[src/pkg/bsac_pkg.sv]
package bsac_pkg;

  // ****************************************************************
  // Register indices (byte address is four times the index)
  // ****************************************************************
  localparam logic [7:0] BSAC_IDX_INSERT_CTL  = 8'h08;
  localparam logic [7:0] BSAC_IDX_STATUS      = 8'h0C;
  localparam logic [7:0] BSAC_IDX_LATCHED     = 8'h0E;
  localparam logic [7:0] BSAC_IDX_IRQ_EN      = 8'h10;
  localparam logic [7:0] BSAC_IDX_UPDATE_CTL  = 8'h12;
  localparam logic [7:0] BSAC_IDX_ERR_CNT0    = 8'h14;
  localparam logic [7:0] BSAC_IDX_ERR_CNT1    = 8'h15;
  localparam logic [7:0] BSAC_IDX_ERR_CNT2    = 8'h16;
  localparam logic [7:0] BSAC_IDX_BIT_CNT0    = 8'h18;
  localparam logic [7:0] BSAC_IDX_BIT_CNT1    = 8'h19;
  localparam logic [7:0] BSAC_IDX_BIT_CNT2    = 8'h1A;
  localparam logic [7:0] BSAC_IDX_BIT_CNT3    = 8'h1B;

  // ****************************************************************
  // Field positions
  // ****************************************************************
  localparam int BSAC_INS_SELECT_BIT   = 0;
  localparam int BSAC_INS_SINGLE_BIT   = 1;
  localparam int BSAC_FLAG_UPDATE      = 3;
  localparam int BSAC_FLAG_BIT_ERROR   = 2;
  localparam int BSAC_FLAG_NONZERO     = 1;
  localparam int BSAC_FLAG_UNLOCK      = 0;
  localparam int BSAC_UPD_LOCAL_BIT    = 0;
  localparam int BSAC_UPD_SELECT_BIT   = 1;
  localparam int BSAC_UPD_NO_RESYNC    = 2;
  localparam int BSAC_UPD_MAN_RESYNC   = 3;

  // ****************************************************************
  // Widths, reset values and checker timing
  // ****************************************************************
  localparam int BSAC_ERR_W           = 24;
  localparam int BSAC_BIT_W           = 32;
  localparam logic [7:0] BSAC_REG_RST = 8'h00;
  localparam int BSAC_WINDOW_BITS     = 64;
  localparam int BSAC_MISS_LIMIT      = 6;
  localparam int BSAC_LOCK_RUN        = 32;

  // ****************************************************************
  // Carriers
  // ****************************************************************
  typedef enum logic [1:0]
  {
    BSAC_HUNT   = 2'b01,
    BSAC_LOCKED = 2'b10
  } bsac_chk_state_t;

  typedef struct packed
  {
    logic rx_bit_valid;
    logic rx_bit_mismatch;
    logic no_auto_resync;
    logic manual_resync;
  } bsac_chk_in_t;

  typedef struct packed
  {
    logic checker_unlocked;
    logic bit_error;
  } bsac_chk_out_t;

endpackage

[src/logic/bsac_sync_checker.sv]
`timescale 1ns/100ps

// ****************************************************************
// Receive sync checker: hunts, locks, drops lock on dense mismatches
// ****************************************************************
module bsac_sync_checker
  import bsac_pkg::*;
#(
  parameter int WINDOW_BITS = BSAC_WINDOW_BITS,
  parameter int MISS_LIMIT  = BSAC_MISS_LIMIT,
  parameter int LOCK_RUN    = BSAC_LOCK_RUN
)
(
  input  wire logic          pclk,
  input  wire logic          presetn,
  input  wire bsac_chk_in_t  chk_in,
  output bsac_chk_out_t      chk_out
);

  typedef struct packed
  {
    bsac_chk_state_t state;
    logic [6:0]      bit_idx;
    logic [3:0]      miss_cnt;
    logic [6:0]      run_cnt;
    bsac_chk_out_t   out;
  } bsac_chk_st_t;

  localparam bsac_chk_st_t CHK_RST = '{state: BSAC_HUNT, bit_idx: 7'h00, miss_cnt: 4'h0,
                                       run_cnt: 7'h00, out: 2'h2};

  bsac_chk_st_t st_ff;
  bsac_chk_st_t nxt_st;

  always_comb
  begin
    nxt_st = st_ff;
    nxt_st.out.bit_error = 1'b0;
    case (st_ff.state)
      BSAC_HUNT:
      begin
        if (chk_in.rx_bit_valid)
        begin
          if (chk_in.rx_bit_mismatch)
            nxt_st.run_cnt = 7'h00;
          else if (st_ff.run_cnt == 7'(LOCK_RUN - 1))
          begin
            nxt_st.state    = BSAC_LOCKED;
            nxt_st.bit_idx  = 7'h00;
            nxt_st.miss_cnt = 4'h0;
          end
          else
            nxt_st.run_cnt = st_ff.run_cnt + 7'h01;
        end
      end
      BSAC_LOCKED:
      begin
        if (chk_in.rx_bit_valid)
        begin
          nxt_st.out.bit_error = chk_in.rx_bit_mismatch;
          if (st_ff.bit_idx == 7'(WINDOW_BITS - 1))
          begin
            nxt_st.bit_idx  = 7'h00;
            nxt_st.miss_cnt = 4'h0;
          end
          else
          begin
            nxt_st.bit_idx  = st_ff.bit_idx + 7'h01;
            nxt_st.miss_cnt = st_ff.miss_cnt + {3'h0, chk_in.rx_bit_mismatch};
          end
          // Limit counts the current bit too, so the sixth miss drops lock at once
          if (!chk_in.no_auto_resync && chk_in.rx_bit_mismatch &&
              (st_ff.miss_cnt + 4'h1) >= 4'(MISS_LIMIT))
          begin
            nxt_st.state   = BSAC_HUNT;
            nxt_st.run_cnt = 7'h00;
          end
        end
      end
      default:
      begin
        nxt_st.state = BSAC_HUNT;
      end
    endcase
    if (chk_in.manual_resync)
    begin
      nxt_st.state   = BSAC_HUNT;
      nxt_st.run_cnt = 7'h00;
    end
    nxt_st.out.checker_unlocked = (nxt_st.state != BSAC_LOCKED);
  end

  always_ff @(posedge pclk or negedge presetn)
  begin
    if (!presetn)
      st_ff <= CHK_RST;
    else
      st_ff <= nxt_st;
  end

  assign chk_out = st_ff.out;

endmodule // bsac_sync_checker

[src/logic/bsac_top.sv]
`timescale 1ns/100ps

// Overview of operation
// - Insert trigger comes from register single-insert bit when select 0, else external input.
// - Changing trigger select while a trigger is high may insert one error.
// - Update status rises once the counter update has completed.
// - Update status drops at once when the selected update request falls.
// - Nonzero-error status is 0 at zero count, 1 at one or more.
// - Unlocked status is 0 while the checker is locked, else 1.
// - Update latched flag sets on update status rising, clears on latched read.
// - Bit-error latched flag sets on each detected error, clears on latched read.
// - Nonzero latched flag sets on nonzero status rising, clears on latched read.
// - Unlock latched flag sets on any unlocked change, clears on latched read.
// - Each enable bit passes its latched flag to the interrupt when 1.
// - Errors count in a 24-bit counter that saturates at all ones.
// - Error counter holds while the checker is unlocked.
// - Received bits count in a 32-bit counter that saturates at all ones.
// - Bit counter holds while the checker is unlocked.
// - Checker drops lock on six mismatches in a 64-bit window unless disabled.
module bsac_top
  import bsac_pkg::*;
#(
  parameter int ADDR_W   = 12,
  parameter int ERR_W    = BSAC_ERR_W,
  parameter int BIT_W    = BSAC_BIT_W,
  parameter int LOCK_RUN = BSAC_LOCK_RUN
)
(
  input  wire logic              pclk,
  input  wire logic              presetn,
  input  wire logic              psel,
  input  wire logic              penable,
  input  wire logic              pwrite,
  input  wire logic [ADDR_W-1:0] paddr,
  input  wire logic [31:0]       pwdata,
  output logic [31:0]            prdata,
  output logic                   pready,
  output logic                   pslverr,
  input  wire logic              rx_bit_valid,
  input  wire logic              rx_bit_mismatch,
  input  wire logic              external_insert_input,
  input  wire logic              external_update_request,
  output logic                   insert_trigger,
  output logic                   checker_unlocked,
  output logic                   irq
);

  // ****************************************************************
  // State
  // ****************************************************************
  typedef struct packed
  {
    logic [ERR_W-1:0] err_cnt;
    logic [BIT_W-1:0] bit_cnt;
    logic [ERR_W-1:0] err_snap;
    logic [BIT_W-1:0] bit_snap;
    logic             upd_done;
    logic             upd_req_prev;
    logic             upd_stat_prev;
    logic             nz_prev;
    logic             unl_prev;
    logic             resync_prev;
    logic [3:0]       latched;
    logic [3:0]       irq_en;
    logic [1:0]       ins_ctl;
    logic [3:0]       upd_ctl;
    logic [31:0]      rdata;
    logic             slverr;
    logic             irq;
  } bsac_top_st_t;

  // Unlocked status resets high, so its change detector does too: no false change after reset
  localparam bsac_top_st_t TOP_RST = '{
    err_cnt:       '0,
    bit_cnt:       '0,
    err_snap:      '0,
    bit_snap:      '0,
    upd_done:      1'b0,
    upd_req_prev:  1'b0,
    upd_stat_prev: 1'b0,
    nz_prev:       1'b0,
    unl_prev:      1'b1,
    resync_prev:   1'b0,
    latched:       BSAC_REG_RST[3:0],
    irq_en:        BSAC_REG_RST[3:0],
    ins_ctl:       BSAC_REG_RST[1:0],
    upd_ctl:       BSAC_REG_RST[3:0],
    rdata:         32'h00000000,
    slverr:        1'b0,
    irq:           1'b0
  };

  bsac_top_st_t  st_ff;
  bsac_top_st_t  nxt_st;
  bsac_chk_in_t  chk_in;
  bsac_chk_out_t chk_out;

  logic       upd_req;
  logic       upd_status;
  logic       nonzero_status;
  logic [3:0] status_bits;
  logic [3:0] flag_set;
  logic [7:0] idx;
  logic       aligned;
  logic       setup_rd;
  logic       setup_any;
  logic       acc_wr;
  logic       acc_rd;
  logic       err_inc;
  logic       bit_inc;
  logic       upd_rise;
  logic       rd_latched;
  logic [3:0] nxt_latched;

  // ****************************************************************
  // Decode helpers
  // ****************************************************************
  function automatic logic bsac_mapped(input logic [7:0] i);
    case (i)
      BSAC_IDX_INSERT_CTL, BSAC_IDX_STATUS, BSAC_IDX_LATCHED, BSAC_IDX_IRQ_EN,
      BSAC_IDX_UPDATE_CTL, BSAC_IDX_ERR_CNT0, BSAC_IDX_ERR_CNT1, BSAC_IDX_ERR_CNT2,
      BSAC_IDX_BIT_CNT0, BSAC_IDX_BIT_CNT1, BSAC_IDX_BIT_CNT2, BSAC_IDX_BIT_CNT3:
        bsac_mapped = 1'b1;
      default:
        bsac_mapped = 1'b0;
    endcase
  endfunction

  function automatic logic [31:0] bsac_byte(input logic [7:0] b);
    bsac_byte = {24'h000000, b};
  endfunction

  // ****************************************************************
  // Sync checker
  // ****************************************************************
  assign chk_in.rx_bit_valid    = rx_bit_valid;
  assign chk_in.rx_bit_mismatch = rx_bit_mismatch;
  assign chk_in.no_auto_resync  = st_ff.upd_ctl[BSAC_UPD_NO_RESYNC];
  assign chk_in.manual_resync   = st_ff.upd_ctl[BSAC_UPD_MAN_RESYNC] & ~st_ff.resync_prev;

  bsac_sync_checker #(
    .WINDOW_BITS (BSAC_WINDOW_BITS),
    .MISS_LIMIT  (BSAC_MISS_LIMIT),
    .LOCK_RUN    (LOCK_RUN)
  ) u_checker (
    .pclk    (pclk),
    .presetn (presetn),
    .chk_in  (chk_in),
    .chk_out (chk_out)
  );

  // ****************************************************************
  // Status and trigger selection
  // ****************************************************************
  // Plain mux, no retiming: a select change under a high trigger makes an edge
  assign insert_trigger = st_ff.ins_ctl[BSAC_INS_SELECT_BIT] ?
                          external_insert_input :
                          st_ff.ins_ctl[BSAC_INS_SINGLE_BIT];

  assign upd_req = st_ff.upd_ctl[BSAC_UPD_SELECT_BIT] ?
                   external_update_request : st_ff.upd_ctl[BSAC_UPD_LOCAL_BIT];
  // Gated by the live request so the bit falls in the same cycle the request does
  assign upd_status     = st_ff.upd_done & upd_req;
  assign nonzero_status = (st_ff.err_cnt != '0);

  always_comb
  begin
    status_bits                     = 4'h0;
    status_bits[BSAC_FLAG_UPDATE]   = upd_status;
    status_bits[BSAC_FLAG_NONZERO]  = nonzero_status;
    status_bits[BSAC_FLAG_UNLOCK]   = chk_out.checker_unlocked;
  end

  always_comb
  begin
    flag_set                        = 4'h0;
    flag_set[BSAC_FLAG_UPDATE]      = upd_status & ~st_ff.upd_stat_prev;
    flag_set[BSAC_FLAG_BIT_ERROR]   = chk_out.bit_error;
    flag_set[BSAC_FLAG_NONZERO]     = nonzero_status & ~st_ff.nz_prev;
    flag_set[BSAC_FLAG_UNLOCK]      = chk_out.checker_unlocked ^ st_ff.unl_prev;
  end

  // ****************************************************************
  // APB phases
  // ****************************************************************
  assign idx       = paddr[9:2];
  assign aligned   = (paddr[1:0] == 2'b00) && (paddr[ADDR_W-1:10] == '0);
  assign setup_any = psel & ~penable;
  assign setup_rd  = setup_any & ~pwrite;
  assign acc_wr    = psel & penable & pwrite & aligned & ~st_ff.slverr;
  assign acc_rd    = psel & penable & ~pwrite & aligned & ~st_ff.slverr;

  // ****************************************************************
  // Counter and flag helpers
  // ****************************************************************
  // Counting stops while out of lock; the miss that drops lock counts as a bit but not as an error
  assign err_inc    = chk_out.bit_error & ~chk_out.checker_unlocked &
                      (st_ff.err_cnt != '1);
  assign bit_inc    = rx_bit_valid & ~chk_out.checker_unlocked &
                      (st_ff.bit_cnt != '1);
  assign upd_rise   = upd_req & ~st_ff.upd_req_prev;
  assign rd_latched = acc_rd & (idx == BSAC_IDX_LATCHED);

  // One cell per latched flag; a set in the clearing cycle wins, so no event is lost
  generate
    for (genvar g = 0; g < 4; g++)
    begin : g_flag
      assign nxt_latched[g] = flag_set[g] |
                              (st_ff.latched[g] & ~(rd_latched & st_ff.rdata[g]));
    end
  endgenerate

  // ****************************************************************
  // Next state
  // ****************************************************************
  always_comb
  begin
    nxt_st = st_ff;

    nxt_st.upd_req_prev  = upd_req;
    nxt_st.upd_stat_prev = upd_status;
    nxt_st.nz_prev       = nonzero_status;
    nxt_st.unl_prev      = chk_out.checker_unlocked;
    nxt_st.resync_prev   = st_ff.upd_ctl[BSAC_UPD_MAN_RESYNC];

    if (err_inc)
      nxt_st.err_cnt = st_ff.err_cnt + ERR_W'(1);
    if (bit_inc)
      nxt_st.bit_cnt = st_ff.bit_cnt + BIT_W'(1);

    // Snapshot and restart; this cycle's increment carries into the new period
    if (upd_rise)
    begin
      nxt_st.err_snap = st_ff.err_cnt;
      nxt_st.bit_snap = st_ff.bit_cnt;
      nxt_st.err_cnt  = ERR_W'(err_inc);
      nxt_st.bit_cnt  = BIT_W'(bit_inc);
      nxt_st.upd_done = 1'b1;
    end
    else if (!upd_req)
      nxt_st.upd_done = 1'b0;

    // Clear only the bits the read returned
    nxt_st.latched = nxt_latched;

    if (acc_wr)
    begin
      case (idx)
        BSAC_IDX_INSERT_CTL:
          nxt_st.ins_ctl = pwdata[1:0];
        BSAC_IDX_IRQ_EN:
          nxt_st.irq_en = pwdata[3:0];
        BSAC_IDX_UPDATE_CTL:
          nxt_st.upd_ctl = pwdata[3:0];
        default:
          nxt_st.upd_ctl = st_ff.upd_ctl;
      endcase
    end

    // Read data is fetched in setup so the output comes straight from a flop
    nxt_st.slverr = 1'b0;
    if (setup_any)
    begin
      nxt_st.slverr = ~aligned | ~bsac_mapped(idx);
      nxt_st.rdata  = 32'h00000000;
    end
    if (setup_rd && aligned)
    begin
      case (idx)
        BSAC_IDX_INSERT_CTL: nxt_st.rdata = bsac_byte({6'h00, st_ff.ins_ctl});
        BSAC_IDX_STATUS:     nxt_st.rdata = bsac_byte({4'h0, status_bits});
        BSAC_IDX_LATCHED:    nxt_st.rdata = bsac_byte({4'h0, st_ff.latched});
        BSAC_IDX_IRQ_EN:     nxt_st.rdata = bsac_byte({4'h0, st_ff.irq_en});
        BSAC_IDX_UPDATE_CTL: nxt_st.rdata = bsac_byte({4'h0, st_ff.upd_ctl});
        BSAC_IDX_ERR_CNT0:   nxt_st.rdata = bsac_byte(st_ff.err_snap[7:0]);
        BSAC_IDX_ERR_CNT1:   nxt_st.rdata = bsac_byte(st_ff.err_snap[15:8]);
        BSAC_IDX_ERR_CNT2:   nxt_st.rdata = bsac_byte(st_ff.err_snap[23:16]);
        BSAC_IDX_BIT_CNT0:   nxt_st.rdata = bsac_byte(st_ff.bit_snap[7:0]);
        BSAC_IDX_BIT_CNT1:   nxt_st.rdata = bsac_byte(st_ff.bit_snap[15:8]);
        BSAC_IDX_BIT_CNT2:   nxt_st.rdata = bsac_byte(st_ff.bit_snap[23:16]);
        BSAC_IDX_BIT_CNT3:   nxt_st.rdata = bsac_byte(st_ff.bit_snap[31:24]);
        default:             nxt_st.rdata = 32'h00000000;
      endcase
    end

    nxt_st.irq = |(nxt_st.latched & nxt_st.irq_en);
  end

  // ****************************************************************
  // Registers
  // ****************************************************************
  always_ff @(posedge pclk or negedge presetn)
  begin
    if (!presetn)
      st_ff <= TOP_RST;
    else
      st_ff <= nxt_st;
  end

  assign prdata           = st_ff.rdata;
  assign pready           = 1'b1;
  assign pslverr          = st_ff.slverr & psel & penable;
  assign checker_unlocked = chk_out.checker_unlocked;
  assign irq              = st_ff.irq;

endmodule // bsac_top

[config.mk]
export PLATFORM = sky130hd
export DESIGN_NAME = bsac_top
export DESIGN_NICKNAME = d
export VERILOG_FILES = /design/src/pkg/bsac_pkg.sv /design/src/logic/bsac_sync_checker.sv /design/src/logic/bsac_top.sv
export SDC_FILE = /design/constraint.sdc
export NUM_CORES = 1
export LEC_CHECK = 0
export BUFFER_PORTS_ARGS = -buffer_cell sky130_fd_sc_hd__buf_4
export CELL_PAD_IN_SITES_DETAIL_PLACEMENT = 1
export CELL_PAD_IN_SITES_GLOBAL_PLACEMENT = 2
export CORE_MARGIN = 2
export CORE_UTILIZATION = 30
export DETAILED_ROUTE_END_ITERATION = 6
export PLACE_DENSITY_LB_ADDON = 0.1
export SLEW_MARGIN = 20
export SYNTH_ARGS = -nofsm -noshare
export SYNTH_HDL_FRONTEND = slang
export SYNTH_HIERARCHICAL = 1
export SYNTH_SLANG_ARGS = --single-unit
[constraint.sdc]
create_clock -name pclk -period 2 [get_ports pclk]
set_input_delay 0.4 -clock pclk [delete_from_list [all_inputs] [get_ports pclk]]
set_output_delay 0.4 -clock pclk [all_outputs]
set_load 0.03 [all_outputs]
==> metrics.txt, run 1 <==
Rel. slew slack=0.598; crit path capture type=flop; Mapped Area=between 0.008 and 0.009 sq mm; initial antenna violation count=0; first-pass GRT wire length=roughly 47000 um; EDFF count, synth=0; # rows=63; vias in the first global route=between 8000 and 9000; Setup-failing EPs final=1; Max Root-Sink Buffers=2; min cycle time layout=a little over 2 ns; Fmax=~500 MHz; yosys warns=6; post-layout util=0.395; crit path max-delay cell type=or4_4; Num CTS Buffers=17; 1st-pass router iterations=6; Hold Path Class=in2reg; drt initial violations=about 420; Root Driver=clkbuf_16; CTS clk-pin slew, worst paths=0.07 ns; Worst Path Class, Setup=reg2reg; outcome=finished with violations; max-slew violations=0; failing checks=setup timing; Clk Latency, worst-skew pair=roughly 0.44 ns; total gr overflow=0; GRT Overall Usage=0.192; Top cell by count, worst path=nand4_1; P&R area growth vs syn=30.4%; WHS Path Cells=2; WP data arrival=between 2 and 2.5 ns; IO buf count=36; drt total wl=around 29000 um; Worst Skew=approximately 0.011 ns; DP Wirelength=approximately 21000 um; CTS tree=done; # diodes=0; unrepaired setup endpoints after global routing=yes; Syn Area/Cell=between 9 and 10 sq um; worst r2r path cells=6; worst reg2reg setup slack=-0.03 ns; Unique masters post-synth=85; cells after synthesis=about 1000; fin crit share=1.01; H-Tree Depth=4; ys async rst share=1.00; FF+latch count, synth=around 160; Core Region=~0.030 sq mm; ys flop type=dfrtp_1; final-stage net count=1237; share of cells above drive strength 1=0.278; Fin. Hold Viols=0; CP peak stage delay=0.48 ns; dpl cells=between 1500 and 2000; Max Cap Viol=0; die width=~180 um; final cell count without fillers=between 1500 and 2000; I/O pin cnt=90; Seq/Total Area, Yosys=0.458; global placer's final weighted congestion=0.828; drt drc=0; WL/cell=18.3 um; die area=roughly 0.031 sq mm; required time worst endpoint=around 2.4 ns; CP Launch Type=flop; worst-margin pin slew=approximately 0.60 ns; Pwr per Cell Area=between 600 and 700 mW/mm^2; crit-path cells=nand4_1, nor4_4, nand4_1, buf_6, or4_4, a21oi_2; Crit Path Max Fanout=8; Initial Utilization=0.303; via count=~7900; vias per cell=approximately 5; post-route ant nets=0; worst vdd ir=~560 uV; Die Height=about 180 um; CTS sink cnt=between 150 and 200; pin count of the biggest net entering global routing=~100; Lkg Pwr=about 5.3 nW; fin worst setup slack=-0.0251 ns
power by group:
group          switching, mW  internal (mW)  total (mW)
logic                  0.473          0.306       0.778
clock network           1.54           1.76        3.30
registers             0.0768           3.40        3.47
total                   2.09           5.46        7.55
cells in the mapped netlist, types with 3 or more instances:
| cell type | count | area, sq um |
|---|---|---|
| nor4_1 | 9 | 56.3 |
| clkbuf_1 | 34 | 128 |
| ha_1 | 11 | 138 |
| buf_4 | 36 | 270 |
| nor4b_1 | 4 | 35.0 |
| mux2i_1 | 12 | 120 |
| nand4_1 | 23 | 144 |
| o2111ai_1 | 5 | 43.8 |
| or3_1 | 15 | 93.8 |
| xor2_1 | 3 | 26.3 |
| and2_1 | 15 | 93.8 |
| a31o_1 | 3 | 26.3 |
| a211oi_1 | 7 | 52.6 |
| a2111oi_0 | 4 | 35.0 |
| or4_1 | 15 | 113 |
| nand2b_1 | 9 | 56.3 |
| a21oi_1 | 43 | 215 |
| o21ai_0 | 45 | 225 |
| and4_1 | 11 | 96.3 |
| dfstp_2 | 3 | 78.8 |
| a21o_1 | 4 | 30.0 |
| or2_2 | 4 | 25.0 |
| xnor2_1 | 15 | 131 |
| o21ai_1 | 10 | 50.1 |
| o31ai_1 | 19 | 143 |
| o311ai_0 | 3 | 26.3 |
| mux2_2 | 14 | 158 |
| nand2_1 | 230 | 863 |
| nor2_1 | 38 | 143 |
| nor2b_1 | 10 | 62.6 |
| o211ai_1 | 3 | 22.5 |
| buf_1 | 5 | 18.8 |
| nand4b_1 | 3 | 26.3 |
| dfrtp_1 | 161 | 4030 |
| nand3b_1 | 6 | 45.0 |
| inv_1 | 29 | 109 |
| nor3b_1 | 3 | 22.5 |
| buf_2 | 3 | 15.0 |
| a31oi_1 | 8 | 50.1 |
| nand3_1 | 25 | 125 |
| nor3_1 | 11 | 55.1 |
| and3_1 | 18 | 113 |
| a22oi_1 | 10 | 75.1 |
cell usage in the layout (no fill, tap or decap), types with 14 or more instances in the layout:
| master | n |
|---|---|
| nand2_1 | 227 |
| buf_4 | 200 |
| dfrtp_1 | 159 |
| o21ai_0 | 42 |
| a21oi_1 | 37 |
| nor2_1 | 36 |
| inv_1 | 29 |
| conb_1 | 25 |
| nand4_1 | 23 |
| nand3_1 | 21 |
| o31ai_1 | 18 |
| clkbuf_16 | 17 |
| and3_1 | 16 |
| and2_1 | 15 |
| xnor2_1 | 15 |
| mux2_2 | 14 |
final timing paths:
path,start,end
worst max-delay path,st_ff[123],st_ff[137]
worst min-delay path,pwdata[3],nxt_st[48]
worst max register to register,st_ff[123],st_ff[137]
worst min register to register,st_ff[55],st_ff[55]
max in group asynchronous,presetn,st_ff[118]
min in group asynchronous,presetn,st_ff[155]
state kept, by name, indices dropped and copies added (netlist names):
register / flops
prdata: 8
u_checker/st_ff: 20
irq: 1
st_ff: 131
chk_in: 1
nxt_st: 1
u_checker/chk_out: 2
per-stage QoR:
step	hold WS [ns]	power, mW	area (sq um)	setup slack [ns]	TNS [ns]
after floorplan	0.104	3.96	9070	-0.220	-0.220
after CTS	0.177	7.67	11400	-0.00890	-0.0222
after detailed placement	0.427	4.30	10700	-0.441	-1.50
after global routing	0.188	7.91	11700	-0.0672	-0.261
after global placement	0.432	4.29	10700	-0.452	-1.23
final	0.205	7.55	11700	-0.0251	-0.0251
logic make-up (layout without fill, tap and decap cells):
group / after synthesis / after routing / synth area share
and+or+nand+nor: 460 / 460 / 0.257
AOI/OAI and AO/OA: 204 / 204 / 0.155
DFF: 164 / 164 / 0.458
buffers and inverters: 109 / 277 / 0.0621
muxes: 27 / 27 / 0.0335
xor gates and xnor gates: 18 / 18 / 0.0176
adders and majority gates: 11 / 11 / 0.0154
other: 2 / 25 / 0.000838
repair_timing:
item,in CTS,in global routing
gates resized for setup,16,53
setup buffers,4,10
hold buffers,1,0
hold endpoints to repair,66,0
setup endpoints to repair,22,48
gates cloned,0,1
pin swaps,5,17
critical path, delay by kind of cell (launching register included):
family / cells / cell delay [ns]
simple gates: 4 / 1.26
flops: 1 / 0.36
buf+inv: 1 / 0.18
compound gates: 1 / 0.15
per-layer routing:
layer  global-route usage  wire length, um  vias to the layer above  share of wire
li1                     -                -                     3854              -
met1                0.274            14600                     3918           0.51
met2                0.304            13200                       95           0.46
met3               0.0326              761                       16          0.026
met4               0.0451              299                        0          0.010
met5                    0                0                        -              0
area by class of cell:
cell class	count	area (sq um)
clock buffers	18	429
clock inverters	14	146
fillers	3411	17900
inverters	29	109
multi-input cells	745	4660
flip-flops and latches	164	4110
well taps	390	488
repair buffers	216	1740
(Power assumes the default switching activity.)
==> inputs of run 2 (changes only) <==
==> constraint.sdc (replaced) <==
create_clock -name pclk -period 1.7 [get_ports pclk]
set_input_delay 0.34 -clock pclk [delete_from_list [all_inputs] [get_ports pclk]]
set_output_delay 0.34 -clock pclk [all_outputs]
set_load 0.03 [all_outputs]
==> metrics.txt, run 2 (same netlist as run 1, synthesis figures left out) <==
post-route ant nets=0 (unchanged); Clk Latency, worst-skew pair=0.45 ns (about the same); Root Driver=clkbuf_16; Worst Skew=0.0126 ns (+0.00178 ns); Fmax=509 MHz (+3.1%); Top reg by flops=st_ff; # rows=63 (unchanged); CTS tree=done; 1st-pass router iterations=4 (-2); Lkg Pwr=6.10 nW (+16%); Core Region=0.0296 sq mm (unchanged); post-layout util=0.455 (+0.0599); WHS=0.148 ns (-0.0580 ns); Max Cap Viol=0 (unchanged); die area=0.0313 sq mm (unchanged); die width=177 um (unchanged); CTS sink cnt=164 (unchanged); max-slew violations=0 (unchanged); total gr overflow=0 (unchanged); commonest non-fill, non-tap cell in the layout=buf_4; failing checks=setup timing; CP top delay family=simple AND/OR/NAND/NOR gates; post-route setup TNS=-8.66 ns (-8.63 ns); met1 GRT Util=0.287 (+0.0135); CP Launch Type=flop; Crit Path Max Fanout=7 (-1); vias per cell=5.03 (+0.65%); drt total wl=32200 um (+12%); Num CTS Buffers=17 (unchanged); final cell count without fillers=1690 (+7.2%); CP peak stage delay=0.41 ns (-0.07 ns); unrepaired setup endpoints after global routing=yes; global placer's final weighted congestion=0.823 (-0.60%); H-Tree Depth=4 (unchanged); worst vdd ir=660 uV (+18%); pin count of the biggest net entering global routing=37 (-63%); Fin. Hold Viols=0 (unchanged); WP data arrival=2.34 ns (-0.05 ns); crit-path cells=nand4_1, buf_4, nor4_4, nand4_1, buf_6, or4_4, a21oi_2; outcome=finished with violations; fin crit share=1.15 (+0.142); DP Wirelength=23000 um (+8.7%); via count=8508 (+7.9%); Pwr per Cell Area=698 mW/mm^2 (+8.0%); crit path capture type=flop; Die Height=177 um (unchanged); grt met2 use=0.333 (+0.0299); busiest grt layer=met2; GR Util met3=0.0357 (+0.00301); drt initial violations=423 (+1.9%); min cycle time layout=1.96 ns (-0.0616 ns); worst slack, placed=-0.744 ns (-0.303 ns); Setup-failing EPs final=69 (+68); initial antenna violation count=0 (unchanged); WL/cell=19.1 um (+4.1%); CTS clk-pin slew, worst paths=0.08 ns (about the same); fin worst setup slack=-0.263 ns (-0.238 ns); fill cell count=3353 (-1.7%); IO buf count=36 (unchanged); Hold Path Class=in2reg; max FFs per register=131 (unchanged); Worst Path Class, Setup=reg2reg; final-stage net count=1351 (+9.2%); drt drc=0 (unchanged); # diodes=0 (unchanged); Initial Utilization=0.303 (unchanged); required time worst endpoint=2.07 ns (-0.29 ns); Worst Path Buf+Inv=2 (+1); P&R area growth vs syn=50.1%; Top cell by count, worst path=nand4_1; first-pass GRT wire length=49600 um (+6.6%); vias in the first global route=8896 (+7.8%); dpl cells=1596 (+4.5%); GRT Overall Usage=0.206 (+0.0140); share of cells above drive strength 1=0.408 (+0.129); I/O pin cnt=90 (unchanged); commonest cells after routing, fill and taps aside=268 x buf_4, 220 x nand2_1, 157 x dfrtp_1, 41 x buf_6, 35 x nor2_1; Max Root-Sink Buffers=2 (unchanged); crit path max-delay cell type=or4_4
run 2: final cells by class:
type,count,area [sq um],share of cell area
clock buffers,18,439,0.0326
inverters,29,109,0.00809
flip-flops and latches,164,4110,0.306
well taps,390,488,0.0363
multi-input cells,748,5300,0.394
clock inverters,14,163,0.0121
repair buffers,327,2850,0.212
run 2: repair_timing:
item                                    CTS  global route
endpoints found under the setup margin   79            90
buffers inserted                         35            25
resized for setup                        96           104
hold buffers                              1             0
cloned                                    3             4
pin swaps                                55            57
endpoints found under the hold margin    21             0
run 2: per-stage QoR:
step / instance area [sq um] / power, mW
CTS: 12800 / 9.44
global route: 13500 / 9.80
floorplan: 9300 / 4.70
finish: 13500 / 9.39
global placement: 11400 / 5.15
detailed placement: 11400 / 5.16
run 2: final timing paths:
| path | startpoint | end | slack, ns | cells past startpoint |
|---|---|---|---|---|
| hold / removal | pwdata[1] | st_ff[35] | 0.15 | 2 |
| hold reg to reg | st_ff[65] | st_ff[65] | 0.48 | 2 |
| min in group asynchronous | presetn | st_ff[156] | 0.34 | 2 |
| max in group asynchronous | presetn | u_checker/st_ff[20] | 0.81 | 3 |
| setup / recovery | st_ff[114] | st_ff[139] | -0.26 | 7 |
| setup reg to reg | st_ff[114] | st_ff[139] | -0.26 | 7 |
run 2: report_power, final:
group / internal [mW] / switching [mW] / total [mW]
logic: 0.549 / 0.674 / 1.22
clock network: 2.24 / 1.84 / 4.08
registers: 4.00 / 0.0899 / 4.09
total: 6.79 / 2.60 / 9.39
run 2: metal layers:
metal / wire length, um / vias to the layer above / part of all wire
met3: 823 / 20 / 0.026
met1: 15600 / 4301 / 0.48
met4: 403 / 0 / 0.013
met5: 0 / - / 0
met2: 15400 / 96 / 0.48
li1: - / 4091 / -
